===== src/sysctl_map.vh =====
`ifndef SYSCTL_MAP_VH
`define SYSCTL_MAP_VH
`define OFS_BOOT 12'h000
`define OFS_RSTC 12'h004
`define OFS_LPWR 12'h008
`define OFS_CLKC 12'h00C
`define OFS_DPIN 12'h014
`define OFS_DHLT 12'h01C
`define OFS_WRISE 12'h020
`define OFS_WFALL 12'h024
`define OFS_WPEND 12'h028
`define OFS_PDIV 12'h038
`define OFS_SRST 12'h040
`define OFS_FRST 12'h050
`define OFS_SGATE 12'h060
`define OFS_FGATE 12'h070
`define OFS_DFRZ 12'h080
`define OFS_ID 12'h100
`define BIT_FLAG_HI 31
`define BIT_FLAG_LO 25
`define BIT_FLAG_CLR 24
`define BIT_EXT_EN 1
`define BIT_SW_RST 0
`define BIT_PLL_RDY 6
`define BIT_PLL_ON 5
`define BIT_OSC_RDY 4
`define BIT_OSC_BYP 3
`define BIT_OSC_EN 2
`define BIT_RTC_FRZ 4
`define BIT_IWD_FRZ 3
`define BOOT_LATCH_EDGE 3'h4
`define LP_SLEEP 2'h0
`define LP_STOP 2'h1
`define LP_STANDBY 2'h3
`define FREEZE_CAPABLE 29'h041FC002
`define SW_RST_CYCLES 4'hF
`endif


===== src/system_control_registers.v =====
`timescale 1ns/100ps
`include "sysctl_map.vh"
module system_control_registers #(
	parameter SLOW_N = 29,
	parameter FAST_N = 4,
	parameter [31:0] CHIP_ID = 32'h0A5A0001
) (
	input wire clk_sys,
	input wire rst_n,
	input wire clk_en,
	input wire por_event,
	input wire [4:0] reset_source,
	input wire [11:0] reg_addr,
	input wire [31:0] reg_wdata,
	input wire reg_write,
	input wire reg_read,
	output reg [31:0] reg_rdata,
	input wire boot_pin_a,
	input wire boot_pin_b,
	input wire extlogic_reset_req,
	output wire system_reset_req,
	input wire wfi_entered,
	output wire enter_sleep,
	output wire enter_stop,
	output wire enter_standby,
	output wire stop_wakeup,
	input wire pll_ready,
	input wire ext_osc_ready,
	output wire pll_on,
	output wire ext_osc_enable,
	output wire ext_osc_bypass,
	output reg flash_clk_tick,
	output reg periph_bus_tick,
	output wire [4:0] jtag_pin_release,
	input wire debug_halted,
	output wire rtc_debug_freeze,
	output wire indep_watchdog_debug_freeze,
	input wire [7:0] ext_irq_lines,
	input wire rtc_alarm,
	output wire [SLOW_N-1:0] slow_block_reset,
	output wire [FAST_N-1:0] fast_block_reset,
	output wire [SLOW_N-1:0] slow_block_clk_en,
	output wire [FAST_N-1:0] fast_block_clk_en
);
	// The flags live in a domain that por_event alone resets, setting the POR flag, so that ordinary
	// system resets (rst_n) leave them standing.
	reg [6:0] reset_flags;
	reg [2:0] boot_cnt;
	reg [1:0] boot_mode;
	reg ext_en;
	reg [3:0] sw_rst_cnt;
	reg [1:0] lp_sel;
	reg [3:0] div_hi;
	reg [3:0] div_lo;
	reg pll_en;
	reg osc_en;
	reg osc_byp;
	reg [4:0] pin_rel;
	reg rtc_frz;
	reg iwd_frz;
	reg [8:0] rise_en;
	reg [8:0] fall_en;
	reg [8:0] pending;
	reg [3:0] pdiv;
	reg [3:0] flash_cnt;
	reg [3:0] pbus_cnt;
	reg [SLOW_N-1:0] slow_rst;
	reg [FAST_N-1:0] fast_rst;
	reg [SLOW_N-1:0] slow_gate;
	reg [FAST_N-1:0] fast_gate;
	reg [SLOW_N-1:0] dbg_frz;
	reg [8:0] wake_s1;
	reg [8:0] wake_s2;
	reg [8:0] wake_s3;
	reg [8:0] wake_prev;
	reg [2:0] ext_sync;
	reg [2:0] pll_sync;
	reg [2:0] osc_sync;
	reg ext_req_q;
	reg pll_rdy_q;
	reg osc_rdy_q;
	wire wr_ok;
	wire [8:0] wake_in;
	wire [8:0] wake_q;
	wire [8:0] rise_ev;
	wire [8:0] fall_ev;
	wire [8:0] wake_ev;
	wire clr_flags;
	wire sw_rst_pulse;
	wire ext_rst_take;
	wire [SLOW_N-1:0] frz_mask;
	wire [6:0] flag_set;
	wire [31:0] slow_frz_cap;
	reg [1:0] por_hold;
	wire wr_rstc;
	wire wr_lpwr;
	wire wr_clkc;
	wire wr_dpin;
	wire wr_dhlt;
	wire wr_wrise;
	wire wr_wfall;
	wire wr_wpend;
	wire wr_pdiv;
	wire wr_srst;
	wire wr_frst;
	wire wr_sgate;
	wire wr_fgate;
	wire wr_dfrz;

	assign wr_ok = clk_en & reg_write;
	// One strobe per writable register keeps the address decode in one place.
	assign wr_rstc = wr_ok && reg_addr == `OFS_RSTC;
	assign wr_lpwr = wr_ok && reg_addr == `OFS_LPWR;
	assign wr_clkc = wr_ok && reg_addr == `OFS_CLKC;
	assign wr_dpin = wr_ok && reg_addr == `OFS_DPIN;
	assign wr_dhlt = wr_ok && reg_addr == `OFS_DHLT;
	assign wr_wrise = wr_ok && reg_addr == `OFS_WRISE;
	assign wr_wfall = wr_ok && reg_addr == `OFS_WFALL;
	assign wr_wpend = wr_ok && reg_addr == `OFS_WPEND;
	assign wr_pdiv = wr_ok && reg_addr == `OFS_PDIV;
	assign wr_srst = wr_ok && reg_addr == `OFS_SRST;
	assign wr_frst = wr_ok && reg_addr == `OFS_FRST;
	assign wr_sgate = wr_ok && reg_addr == `OFS_SGATE;
	assign wr_fgate = wr_ok && reg_addr == `OFS_FGATE;
	assign wr_dfrz = wr_ok && reg_addr == `OFS_DFRZ;
	assign wake_in = {rtc_alarm, ext_irq_lines};
	assign clr_flags = wr_rstc && reg_wdata[`BIT_FLAG_CLR];
	assign sw_rst_pulse = wr_rstc && reg_wdata[`BIT_SW_RST];
	assign ext_rst_take = ext_req_q & ext_en;
	assign system_reset_req = (sw_rst_cnt != 4'h0) | ext_rst_take;
	// Flag order: lowpower, watchdog, indep watchdog, software, POR, pin, external.
	assign flag_set = {reset_source[4:2], sw_rst_pulse, 1'b0, reset_source[1], ext_rst_take};

	// Power-on reset is taken at once but let go two edges later, so that its
	// release can never land close to a clock edge at the flag flops.
	always @(posedge clk_sys or posedge por_event) begin
		if (por_event) begin
			por_hold <= 2'h3;
		end else if (clk_en) begin
			por_hold <= {por_hold[0], 1'b0};
		end
	end

	// Clear is by the clear-all bit only; a new cause in the same cycle wins.
	always @(posedge clk_sys or posedge por_event) begin
		if (por_event) begin
			reset_flags <= 7'h04;
		end else if (clk_en) begin
			if (por_hold[1]) begin
				reset_flags <= 7'h04;
			end else begin
				reset_flags <= (clr_flags ? 7'h00 : reset_flags) | flag_set;
			end
		end
	end

	// The pin synchronisers serve the wake, reset-request and ready inputs; the boot pins below are sampled without them.
	always @(posedge clk_sys or negedge rst_n) begin
		if (!rst_n) begin
			wake_s1 <= 9'h000;
			wake_s2 <= 9'h000;
			wake_s3 <= 9'h000;
			wake_prev <= 9'h000;
			ext_sync <= 3'h0;
			pll_sync <= 3'h0;
			osc_sync <= 3'h0;
			ext_req_q <= 1'b0;
			pll_rdy_q <= 1'b0;
			osc_rdy_q <= 1'b0;
		end else if (clk_en) begin
			wake_s1 <= wake_in;
			wake_s2 <= wake_s1;
			wake_s3 <= wake_s2;
			wake_prev <= wake_q;
			ext_sync <= {ext_sync[1:0], extlogic_reset_req};
			pll_sync <= {pll_sync[1:0], pll_ready};
			osc_sync <= {osc_sync[1:0], ext_osc_ready};
			if (ext_sync[2] == ext_sync[1]) begin
				ext_req_q <= ext_sync[1];
			end
			if (pll_sync[2] == pll_sync[1]) begin
				pll_rdy_q <= pll_sync[1];
			end
			if (osc_sync[2] == osc_sync[1]) begin
				osc_rdy_q <= osc_sync[1];
			end
		end
	end

	genvar g;
	generate
		for (g = 0; g < 9; g = g + 1) begin : wake_bit
			assign wake_q[g] = (wake_s2[g] == wake_s3[g]) ? wake_s2[g] : wake_prev[g];
		end
	endgenerate

	assign rise_ev = wake_q & ~wake_prev & rise_en;
	assign fall_ev = ~wake_q & wake_prev & fall_en;
	assign wake_ev = rise_ev | fall_ev;
	assign stop_wakeup = |wake_ev;

	always @(posedge clk_sys or negedge rst_n) begin
		if (!rst_n) begin
			boot_cnt <= 3'h0;
			boot_mode <= 2'h0;
		end else if (clk_en && boot_cnt != `BOOT_LATCH_EDGE) begin
			boot_cnt <= boot_cnt + 3'h1;
			if (boot_cnt == `BOOT_LATCH_EDGE - 3'h1) begin
				boot_mode <= {boot_pin_b, boot_pin_a};
			end
		end
	end

	always @(posedge clk_sys or negedge rst_n) begin
		if (!rst_n) begin
			ext_en <= 1'b0;
			sw_rst_cnt <= 4'h0;
			lp_sel <= `LP_SLEEP;
			div_hi <= 4'h0;
			div_lo <= 4'h0;
			pll_en <= 1'b0;
			osc_en <= 1'b0;
			osc_byp <= 1'b0;
			pin_rel <= 5'h00;
			rtc_frz <= 1'b0;
			iwd_frz <= 1'b0;
			rise_en <= 9'h000;
			fall_en <= 9'h000;
			pending <= 9'h000;
			pdiv <= 4'h0;
			slow_rst <= {SLOW_N{1'b0}};
			fast_rst <= {FAST_N{1'b0}};
			slow_gate <= {SLOW_N{1'b0}};
			fast_gate <= {FAST_N{1'b0}};
			dbg_frz <= {SLOW_N{1'b0}};
		end else if (clk_en) begin
			if (sw_rst_pulse) begin
				sw_rst_cnt <= `SW_RST_CYCLES;
			end else if (sw_rst_cnt != 4'h0) begin
				sw_rst_cnt <= sw_rst_cnt - 4'h1;
			end
			// Writing ones to the pending register clears those bits; events win.
			if (wr_wpend) begin
				pending <= (pending & ~reg_wdata[8:0]) | wake_ev;
			end else begin
				pending <= pending | wake_ev;
			end
			if (wr_rstc) begin
				ext_en <= reg_wdata[`BIT_EXT_EN];
			end
			if (wr_lpwr) begin
				lp_sel <= reg_wdata[1:0];
			end
			if (wr_clkc) begin
				div_hi <= reg_wdata[15:12];
				div_lo <= reg_wdata[11:8];
				pll_en <= reg_wdata[`BIT_PLL_ON];
				osc_byp <= reg_wdata[`BIT_OSC_BYP];
				osc_en <= reg_wdata[`BIT_OSC_EN];
			end
			if (wr_dpin) begin
				pin_rel <= reg_wdata[4:0];
			end
			if (wr_dhlt) begin
				rtc_frz <= reg_wdata[`BIT_RTC_FRZ];
				iwd_frz <= reg_wdata[`BIT_IWD_FRZ];
			end
			if (wr_wrise) begin
				rise_en <= reg_wdata[8:0];
			end
			if (wr_wfall) begin
				fall_en <= reg_wdata[8:0];
			end
			if (wr_pdiv) begin
				pdiv <= reg_wdata[3:0];
			end
			if (wr_srst) begin
				slow_rst <= reg_wdata[SLOW_N-1:0];
			end
			if (wr_frst) begin
				fast_rst <= reg_wdata[FAST_N-1:0];
			end
			if (wr_sgate) begin
				slow_gate <= reg_wdata[SLOW_N-1:0];
			end
			if (wr_fgate) begin
				fast_gate <= reg_wdata[FAST_N-1:0];
			end
			if (wr_dfrz) begin
				dbg_frz <= reg_wdata[SLOW_N-1:0] & frz_mask;
			end
		end
	end

	assign slow_frz_cap = {3'h0, `FREEZE_CAPABLE};
	assign frz_mask = slow_frz_cap[SLOW_N-1:0];

	// Clock dividers: one-cycle ticks every (field + 1) cycles.
	always @(posedge clk_sys or negedge rst_n) begin
		if (!rst_n) begin
			flash_cnt <= 4'h0;
			pbus_cnt <= 4'h0;
			flash_clk_tick <= 1'b0;
			periph_bus_tick <= 1'b0;
		end else if (clk_en) begin
			flash_clk_tick <= flash_cnt == 4'h0;
			flash_cnt <= (flash_cnt >= div_hi) ? 4'h0 : flash_cnt + 4'h1;
			periph_bus_tick <= pbus_cnt == 4'h0;
			pbus_cnt <= (pbus_cnt >= pdiv) ? 4'h0 : pbus_cnt + 4'h1;
		end
	end

	assign enter_sleep = wfi_entered && lp_sel == `LP_SLEEP;
	assign enter_stop = wfi_entered && lp_sel == `LP_STOP;
	assign enter_standby = wfi_entered && lp_sel == `LP_STANDBY;
	assign pll_on = pll_en;
	assign ext_osc_enable = osc_en;
	assign ext_osc_bypass = osc_byp;
	assign jtag_pin_release = pin_rel;
	assign rtc_debug_freeze = debug_halted & rtc_frz;
	assign indep_watchdog_debug_freeze = debug_halted & iwd_frz;
	assign slow_block_reset = slow_rst;
	assign fast_block_reset = fast_rst;
	// A block is clocked when gated on, unless debug freezes it. Only the gate
	// and freeze bits are stored, not the enable, so a freeze follows the halt input in the same cycle.
	generate
		for (g = 0; g < SLOW_N; g = g + 1) begin : slow_clk_bit
			assign slow_block_clk_en[g] = slow_gate[g] & ~(debug_halted & dbg_frz[g]);
		end
	endgenerate
	assign fast_block_clk_en = fast_gate;

	always @(posedge clk_sys or negedge rst_n) begin
		if (!rst_n) begin
			reg_rdata <= 32'h00000000;
		end else if (clk_en) begin
			reg_rdata <= 32'h00000000;
			if (reg_read) begin
				case (reg_addr)
				`OFS_BOOT: reg_rdata[1:0] <= boot_mode;
				`OFS_RSTC: begin
					reg_rdata[`BIT_FLAG_HI:`BIT_FLAG_LO] <= reset_flags;
					reg_rdata[`BIT_EXT_EN] <= ext_en;
				end
				`OFS_LPWR: reg_rdata[1:0] <= lp_sel;
				`OFS_CLKC: begin
					reg_rdata[15:8] <= {div_hi, div_lo};
					reg_rdata[`BIT_PLL_RDY] <= pll_rdy_q;
					reg_rdata[`BIT_PLL_ON] <= pll_en;
					reg_rdata[`BIT_OSC_RDY] <= osc_rdy_q;
					reg_rdata[`BIT_OSC_BYP] <= osc_byp;
					reg_rdata[`BIT_OSC_EN] <= osc_en;
				end
				`OFS_DPIN: reg_rdata[4:0] <= pin_rel;
				`OFS_DHLT: begin
					reg_rdata[`BIT_RTC_FRZ] <= rtc_frz;
					reg_rdata[`BIT_IWD_FRZ] <= iwd_frz;
				end
				`OFS_WRISE: reg_rdata[8:0] <= rise_en;
				`OFS_WFALL: reg_rdata[8:0] <= fall_en;
				`OFS_WPEND: reg_rdata[8:0] <= pending;
				`OFS_PDIV: reg_rdata[3:0] <= pdiv;
				`OFS_SRST: reg_rdata[SLOW_N-1:0] <= slow_rst;
				`OFS_FRST: reg_rdata[FAST_N-1:0] <= fast_rst;
				`OFS_SGATE: reg_rdata[SLOW_N-1:0] <= slow_gate;
				`OFS_FGATE: reg_rdata[FAST_N-1:0] <= fast_gate;
				`OFS_DFRZ: reg_rdata[SLOW_N-1:0] <= dbg_frz;
				`OFS_ID: reg_rdata <= CHIP_ID;
				default: reg_rdata <= 32'h00000000;
				endcase
			end
		end
	end
endmodule


===== config.mk =====
export PLATFORM = sky130hd
export DESIGN_NAME = system_control_registers
export DESIGN_NICKNAME = d
export VERILOG_FILES = /design/src/system_control_registers.v
export VERILOG_INCLUDE_DIRS = /design/src
export SDC_FILE = /design/constraint.sdc
export NUM_CORES = 1
export LEC_CHECK = 0
export BUFFER_PORTS_ARGS = -buffer_cell sky130_fd_sc_hd__buf_2
export CELL_PAD_IN_SITES_DETAIL_PLACEMENT = 0
export CELL_PAD_IN_SITES_GLOBAL_PLACEMENT = 2
export CORE_UTILIZATION = 40
export DETAILED_ROUTE_END_ITERATION = 10
export PLACE_DENSITY = 0.92
export SETUP_SLACK_MARGIN = 0.1
export SLEW_MARGIN = 20
export SYNTH_ARGS = -nofsm -noshare
export SYNTH_HDL_FRONTEND = slang
export SYNTH_SLANG_ARGS = --single-unit

===== constraint.sdc =====
create_clock -name clk_sys -period 2.37 [get_ports clk_sys]
set_input_delay 0.474 -clock clk_sys [delete_from_list [all_inputs] [get_ports clk_sys]]
set_output_delay 0.474 -clock clk_sys [all_outputs]
set_load 0.01 [all_outputs]

* After elaboration in Yosys (flattened, before gate mapping)
Index checks and enable logic that the tools add are counted.
** Storage, ports and cells
- Bits in registers :: 235
- Latch bits :: 0
- RAM bits :: 0
- Memory bits (read-only) :: 0
- Output and inout bits :: 115
- Word-level logic and storage cells :: 194
- Memories kept :: 0
** Operators by class
- Add/subtract/negate cells :: 4
- Multipliers :: 0
- Divide/modulo/power cells :: 0
- Magnitude comparators :: 2
- Equality and inequality tests :: 31
- Shifts and indexed selects :: 0
- Mux-type cells :: 29
- Bitwise logic cells :: 44
- Reductions and logical operators :: 45
** Operators with widths (count)
- $eq A12 B6 Y1 const B :: 4
- $eq A12 B7 Y1 const B :: 4
- $and A9 B9 Y9 :: 5
- $pmux W9 S4 :: 1
- $reduce_and A2 Y1 :: 18
- $mux W32 :: 1
- $pmux W7 S4 :: 1
- $not A9 Y9 :: 3
- $or A9 B9 Y9 :: 3
- $eq A12 B4 Y1 const B :: 2
- $eq A12 B5 Y1 const B :: 2
- $and A1 B1 Y1 :: 22
- $logic_and A1 B1 Y1 :: 20
- $pmux W4 S5 :: 1
- $mux W4 :: 4
- $mux W7 :: 2
- $pmux W1 S13 :: 1
- $eq A1 B1 Y1 :: 12
- $eq A12 B3 Y1 const B :: 1
- $eq A12 B8 Y1 const B :: 1
- $eq A12 B9 Y1 const B :: 1
- $logic_not A12 Y1 :: 1
- $pmux W1 S12 :: 1
- $pmux W2 S6 :: 1
- 24 further kinds :: 43

* Longest topological paths before layout
- Depth after elaboration :: 8
- Mapped depth :: 8
- Gate-level depth less buffers :: 7

* Least setup slack after synthesis
No wires, ideal clock.
- Kind :: input to register
- From :: in reg_addr[9]
- To :: reg pin_rel[0] (netlist: jtag_pin_release[0])
- Library setup time :: 0.125 ns
- Data arrival time :: 2.455 ns
- Slack :: -0.210 ns
- Cell stages on the path :: 8
- Cell sequence :: or4_1 -> buf_2 -> or3_1 -> buf_6 -> nor4_4 -> and2_1 -> buf_6 -> mux2_4
** Between the ends
- Word-level cells in the longest chain between the ends :: 3
** RTL lines
- start: declaration :: line system_control_registers.v:13 : input wire [11:0] reg_addr,
- $eq A12 B5 Y1
- $logic_and A1 B1 Y1 (no line)
- $reduce_and A2 Y1 (no line)
- end signal: assignment :: line system_control_registers.v:262 : pin_rel <= reg_wdata[4:0];
- end: declaration :: line system_control_registers.v:58 : reg [4:0] pin_rel;
Every way passes these cells.
A chain may end at the register's enable or synchronous reset.

* Worst setup path after layout
- From :: reg wake_prev[8]
- To :: out stop_wakeup
** Between the ends
- Word-level cells in the longest chain between the ends :: 6
- Elaborated cells on any way between the ends :: 9
- Classes of those cells :: mux: 1; bitwise: 7; reduce/logical: 1
** RTL lines
- start: declaration :: line system_control_registers.v:75 : reg [8:0] wake_prev;
- start signal: assignment :: line system_control_registers.v:174 : wake_prev <= wake_q;
- $mux W1 :: line system_control_registers.v:193 : assign wake_q[g] = (wake_s2[g] == wake_s3[g]) ? wake_s2[g] : wake_prev[g];
- $not A9 Y9 :: line system_control_registers.v:198 : assign fall_ev = ~wake_q & wake_prev & fall_en;
- $and A9 B9 Y9 (2 in series) :: line system_control_registers.v:198
- $or A9 B9 Y9 * :: line system_control_registers.v:199 : assign wake_ev = rise_ev | fall_ev;
- $reduce_or A9 Y1 * :: line system_control_registers.v:200 : assign stop_wakeup = |wake_ev;
- end: declaration :: line system_control_registers.v:26 : output wire stop_wakeup,
Mark *: on every way between the ends. The rest lies on a longest branch, timed or not.

==> flow_summary.ini <==
[yosys]
yosys-top-cells-area = dfrtp_1 52%, mux2_2 14%, o21ai_0 2.6%
synth_top_area_cell = dfrtp_1
synth_area_um2 = 11100
syn-num-nets = 1045
syn_area_per_cell_um2 = 11.6
synth-seq-area-share_pct = 52.8
synth_enable_flop_cells = 0
synth_ff_type = dfrtp_1
postSynthCellCount = 957
ys_seq_elements = 235
ys_warn_count = 0
yosysUniqueCellTypes = 62
synth_top_area_share_pct = 52.1
synth-async-reset-ratio_pct = 100

[clock_network]
clkSinkCount = 235
clk_path_buf_depth = 3
clkLatencyLatePin_ns = 0.54
htree_levels = 1
path_clk_slew_ns = 0.06
root_buffer = clkbuf_16
cts_made_buffers = 26
cts_tree = done

[setup_path]
path_cells = o31ai_1 -> nor4_2 -> nand3_1 -> buf_2
worst_ep_required_time_ns = 1.90
crit_arrival_ns = 1.74
critical_path_class = flop to primary output
critical_path.max_stage_delay_ns = 0.45
end_kind = primary output
crit_slowest_cell = o31ai_1
worst-path-buf-inv = 1
crit_start = wake_prev[8]
crit_family = compound AO/OA/AOI/OAI gates
cp-start-kind = flop
crit_fanout = 4
r2r_start = pbus_cnt[0]

[route]
drc = 0
drt_iter0_markers = 763
firstDrtPassIters = 8
ant_nets = 0
vias = 8833
wirelength_mm = 32.8
via_per_inst = 5.62
wl_per_cell_um = 20.8

[timing]
clock-skew-final_ns = 0.0122
timing.final.ws_setup_ns = 0.153
finalHoldViolCount = 0
fin_crit_sh_pct = 93.5
setup_tns_ns = 0
rsz0062_at_grt = true
drv_slew = 0
maxSlewHeadroom_pct = 58.4
setup_viol = 0
fin_hold_ws_ns = 0.168
worstMarginPinSlew_ns = 0.618
clock.fmax_ghz = 0.451
min_period_ns = 2.22

[power]
p_clk_share_pct = 41.3
sw_frac_of_total_pct = 26.5
ir_drop_uv = 557
power_mw = 9.92
seq_power_share_pct = 46.9
powerDensity_nw_per_um2 = 714
p_int_mw = 7.29
switching_power_mw = 2.62
pwr-share-comb_pct = 11.9
leakage_nw = 6.74

[die]
core_um2 = 27100
num_rows = 60
die_area_um2 = 28500
die_w_um = 169
die_h_um = 169
num_io_pins = 186
start_util_pct = 41.1

[placed_design]
globalplace.congestion = 0.933
dpl_cell_area_um2 = 12900
post-place-ws_ns = -0.162
io_buffers = 181
dp_hpwl_mm = 23.6

[final_layout]
drive_gt1_share_pct = 40.4
finalNetCount = 1272
diodes = 0
area_growth_pct = 24.7
stdcell_area_um2 = 13900

[global_route]
antenna_found_initial = 0
grt_pass1_wl_mm = 50.3
grt_max_degree = 92
overflow = 0
track_usage_pct = 23.0
grt_pass1_vias = 8535

[run_status]
status = complete, no violations

[run]
drv_cap = 0

[worst_hold_path]
min_from = reset_source[4]
holdCritPathClass = input pin to flop
[worst paths after layout]
path / to / slack, ns / depth (start not counted)
setup / recovery: stop_wakeup / 0.15 / 4
hold / removal: reset_flags[6] / 0.17 / 2
min in group asynchronous: wake_s2[7] / 0.43 / 2
max in group asynchronous: wake_s2[3] / 1.06 / 3
setup reg to reg: pbus_cnt[2] / 0.66 / 7
hold reg to reg: ext_sync[1] / 0.48 / 2
[power groups by stage]
| stage | sequential, mW | clock (mW) | combinational [mW] |
|---|---|---|---|
| 2_1_floorplan | 4.61 | 0 | 0.723 |
| 3_3_place_gp | 4.68 | 0 | 1.11 |
| 3_5_place_dp | 4.70 | 0 | 1.16 |
| 4_1_cts | 4.63 | 4.17 | 1.19 |
| 5_1_grt | 4.69 | 4.33 | 1.33 |
| 6_report | 4.65 | 4.09 | 1.18 |
[logic make-up after synthesis]
family | Yosys count | share of synthesized area [%]
flip-flops | 235 | 52.8
AO/OA/AOI/OAI | 225 | 13.8
AND/OR/NAND/NOR | 208 | 9.89
multiplexers | 161 | 16.6
buffers and inverters | 102 | 4.33
adder cells (fa/ha/maj) | 18 | 2.00
XOR/XNOR | 8 | 0.629
[flip-flops by register name, indices dropped and copies added, names as in the netlist, 4 cells and up]
register,cells
reg_rdata,32
slow_block_reset,29
slow_gate,29
dbg_frz,9
fall_en,9
pending,9
rise_en,9
wake_prev,9
wake_s1,9
wake_s2,9
wake_s3,9
reset_flags,7
jtag_pin_release,5
div_hi,4
div_lo,4
fast_block_clk_en,4
fast_block_reset,4
flash_cnt,4
pbus_cnt,4
pdiv,4
sw_rst_cnt,4
[final cells by class]
class	instances	area (µm²)
fillers	2459	13200
flip-flops and latches	235	5890
multi-input cells	620	4860
repair buffers	269	1700
clock buffers	34	752
well taps	372	465
inverters	32	120
clock inverters	11	111
[stage by stage]
stage | instances | utilization [%]
floorplan | 957 | -
global placement | 1521 | 47.6
detailed placement | 1521 | 47.6
CTS | 1571 | 51.1
global route | 1573 | 51.3
finish | 1573 | 51.3
[Yosys cell counts, types with 3 or more instances]
library cell	count
buf_1	5
o21ai_0	57
buf_2	7
a222oi_1	4
inv_1	31
o2bb2ai_1	26
nor4b_1	3
and2_1	7
clkbuf_1	36
nor2_1	24
a22o_1	20
a22oi_1	21
mux2i_1	17
nand4_1	10
nand2_1	67
or4_1	4
a221oi_1	10
mux2_4	5
buf_4	20
nor2b_1	10
nor3_1	23
or3_1	6
xnor2_1	3
o31ai_1	13
mux4_2	3
mux2_2	136
dfrtp_1	232
nor3b_1	3
ha_1	17
a21o_1	8
nand2b_1	6
nor4_1	9
a21boi_0	9
nand3_1	20
dfstp_2	3
xor2_1	5
and3_1	3
a21oi_1	39
[layer usage]
layer / track usage [%] / share of wire [%] / vias to the layer above
met5: 0 / 0 / -
met4: 7.91 / 3.4 / 0
met3: 3.02 / 6.1 / 67
met2: 36.6 / 47 / 375
met1: 32.3 / 44 / 4430
li1: - / - / 3961
[cells in the final DEF (no fill, tap or decap), types with 9 or more instances in the layout]
| cell type | count |
|---|---|
| buf_2 | 179 |
| clkbuf_16 | 27 |
| a21oi_1 | 39 |
| nor2_1 | 23 |
| buf_4 | 78 |
| o21ai_0 | 57 |
| a21boi_0 | 9 |
| mux2_2 | 136 |
| inv_1 | 30 |
| mux2i_1 | 17 |
| nor2b_1 | 10 |
| nand4_1 | 10 |
| nand2_1 | 66 |
| buf_12 | 9 |
| nor3_1 | 22 |
| ha_1 | 17 |
| nand3_1 | 18 |
| a22o_1 | 20 |
| dfrtp_1 | 229 |
| o2bb2ai_1 | 26 |
| a221oi_1 | 10 |
| o31ai_1 | 9 |
| a22oi_1 | 21 |
[worst reg2reg max path, delay by kind of cell, from the launching register on]
| kind | cells | cell delay, ns |
|---|---|---|
| buf+inv | 1 | 0.09 |
| flops | 1 | 0.41 |
| simple gates | 1 | 0.14 |
| fa+ha+maj | 1 | 0.28 |
| compound gates | 4 | 0.71 |
[what timing repair did]
action | 4_1_cts | 5_1_grt
setup endpoints to repair | 1 | 1
gates cloned | 0 | 0
endpoints found under the hold margin | 54 | 0
pin swaps | 3 | 3
hold buffers | 2 | 0
gates resized for setup | 5 | 10
buffers inserted | 3 | 2
Note: power is estimated with default switching activity, not from simulation.
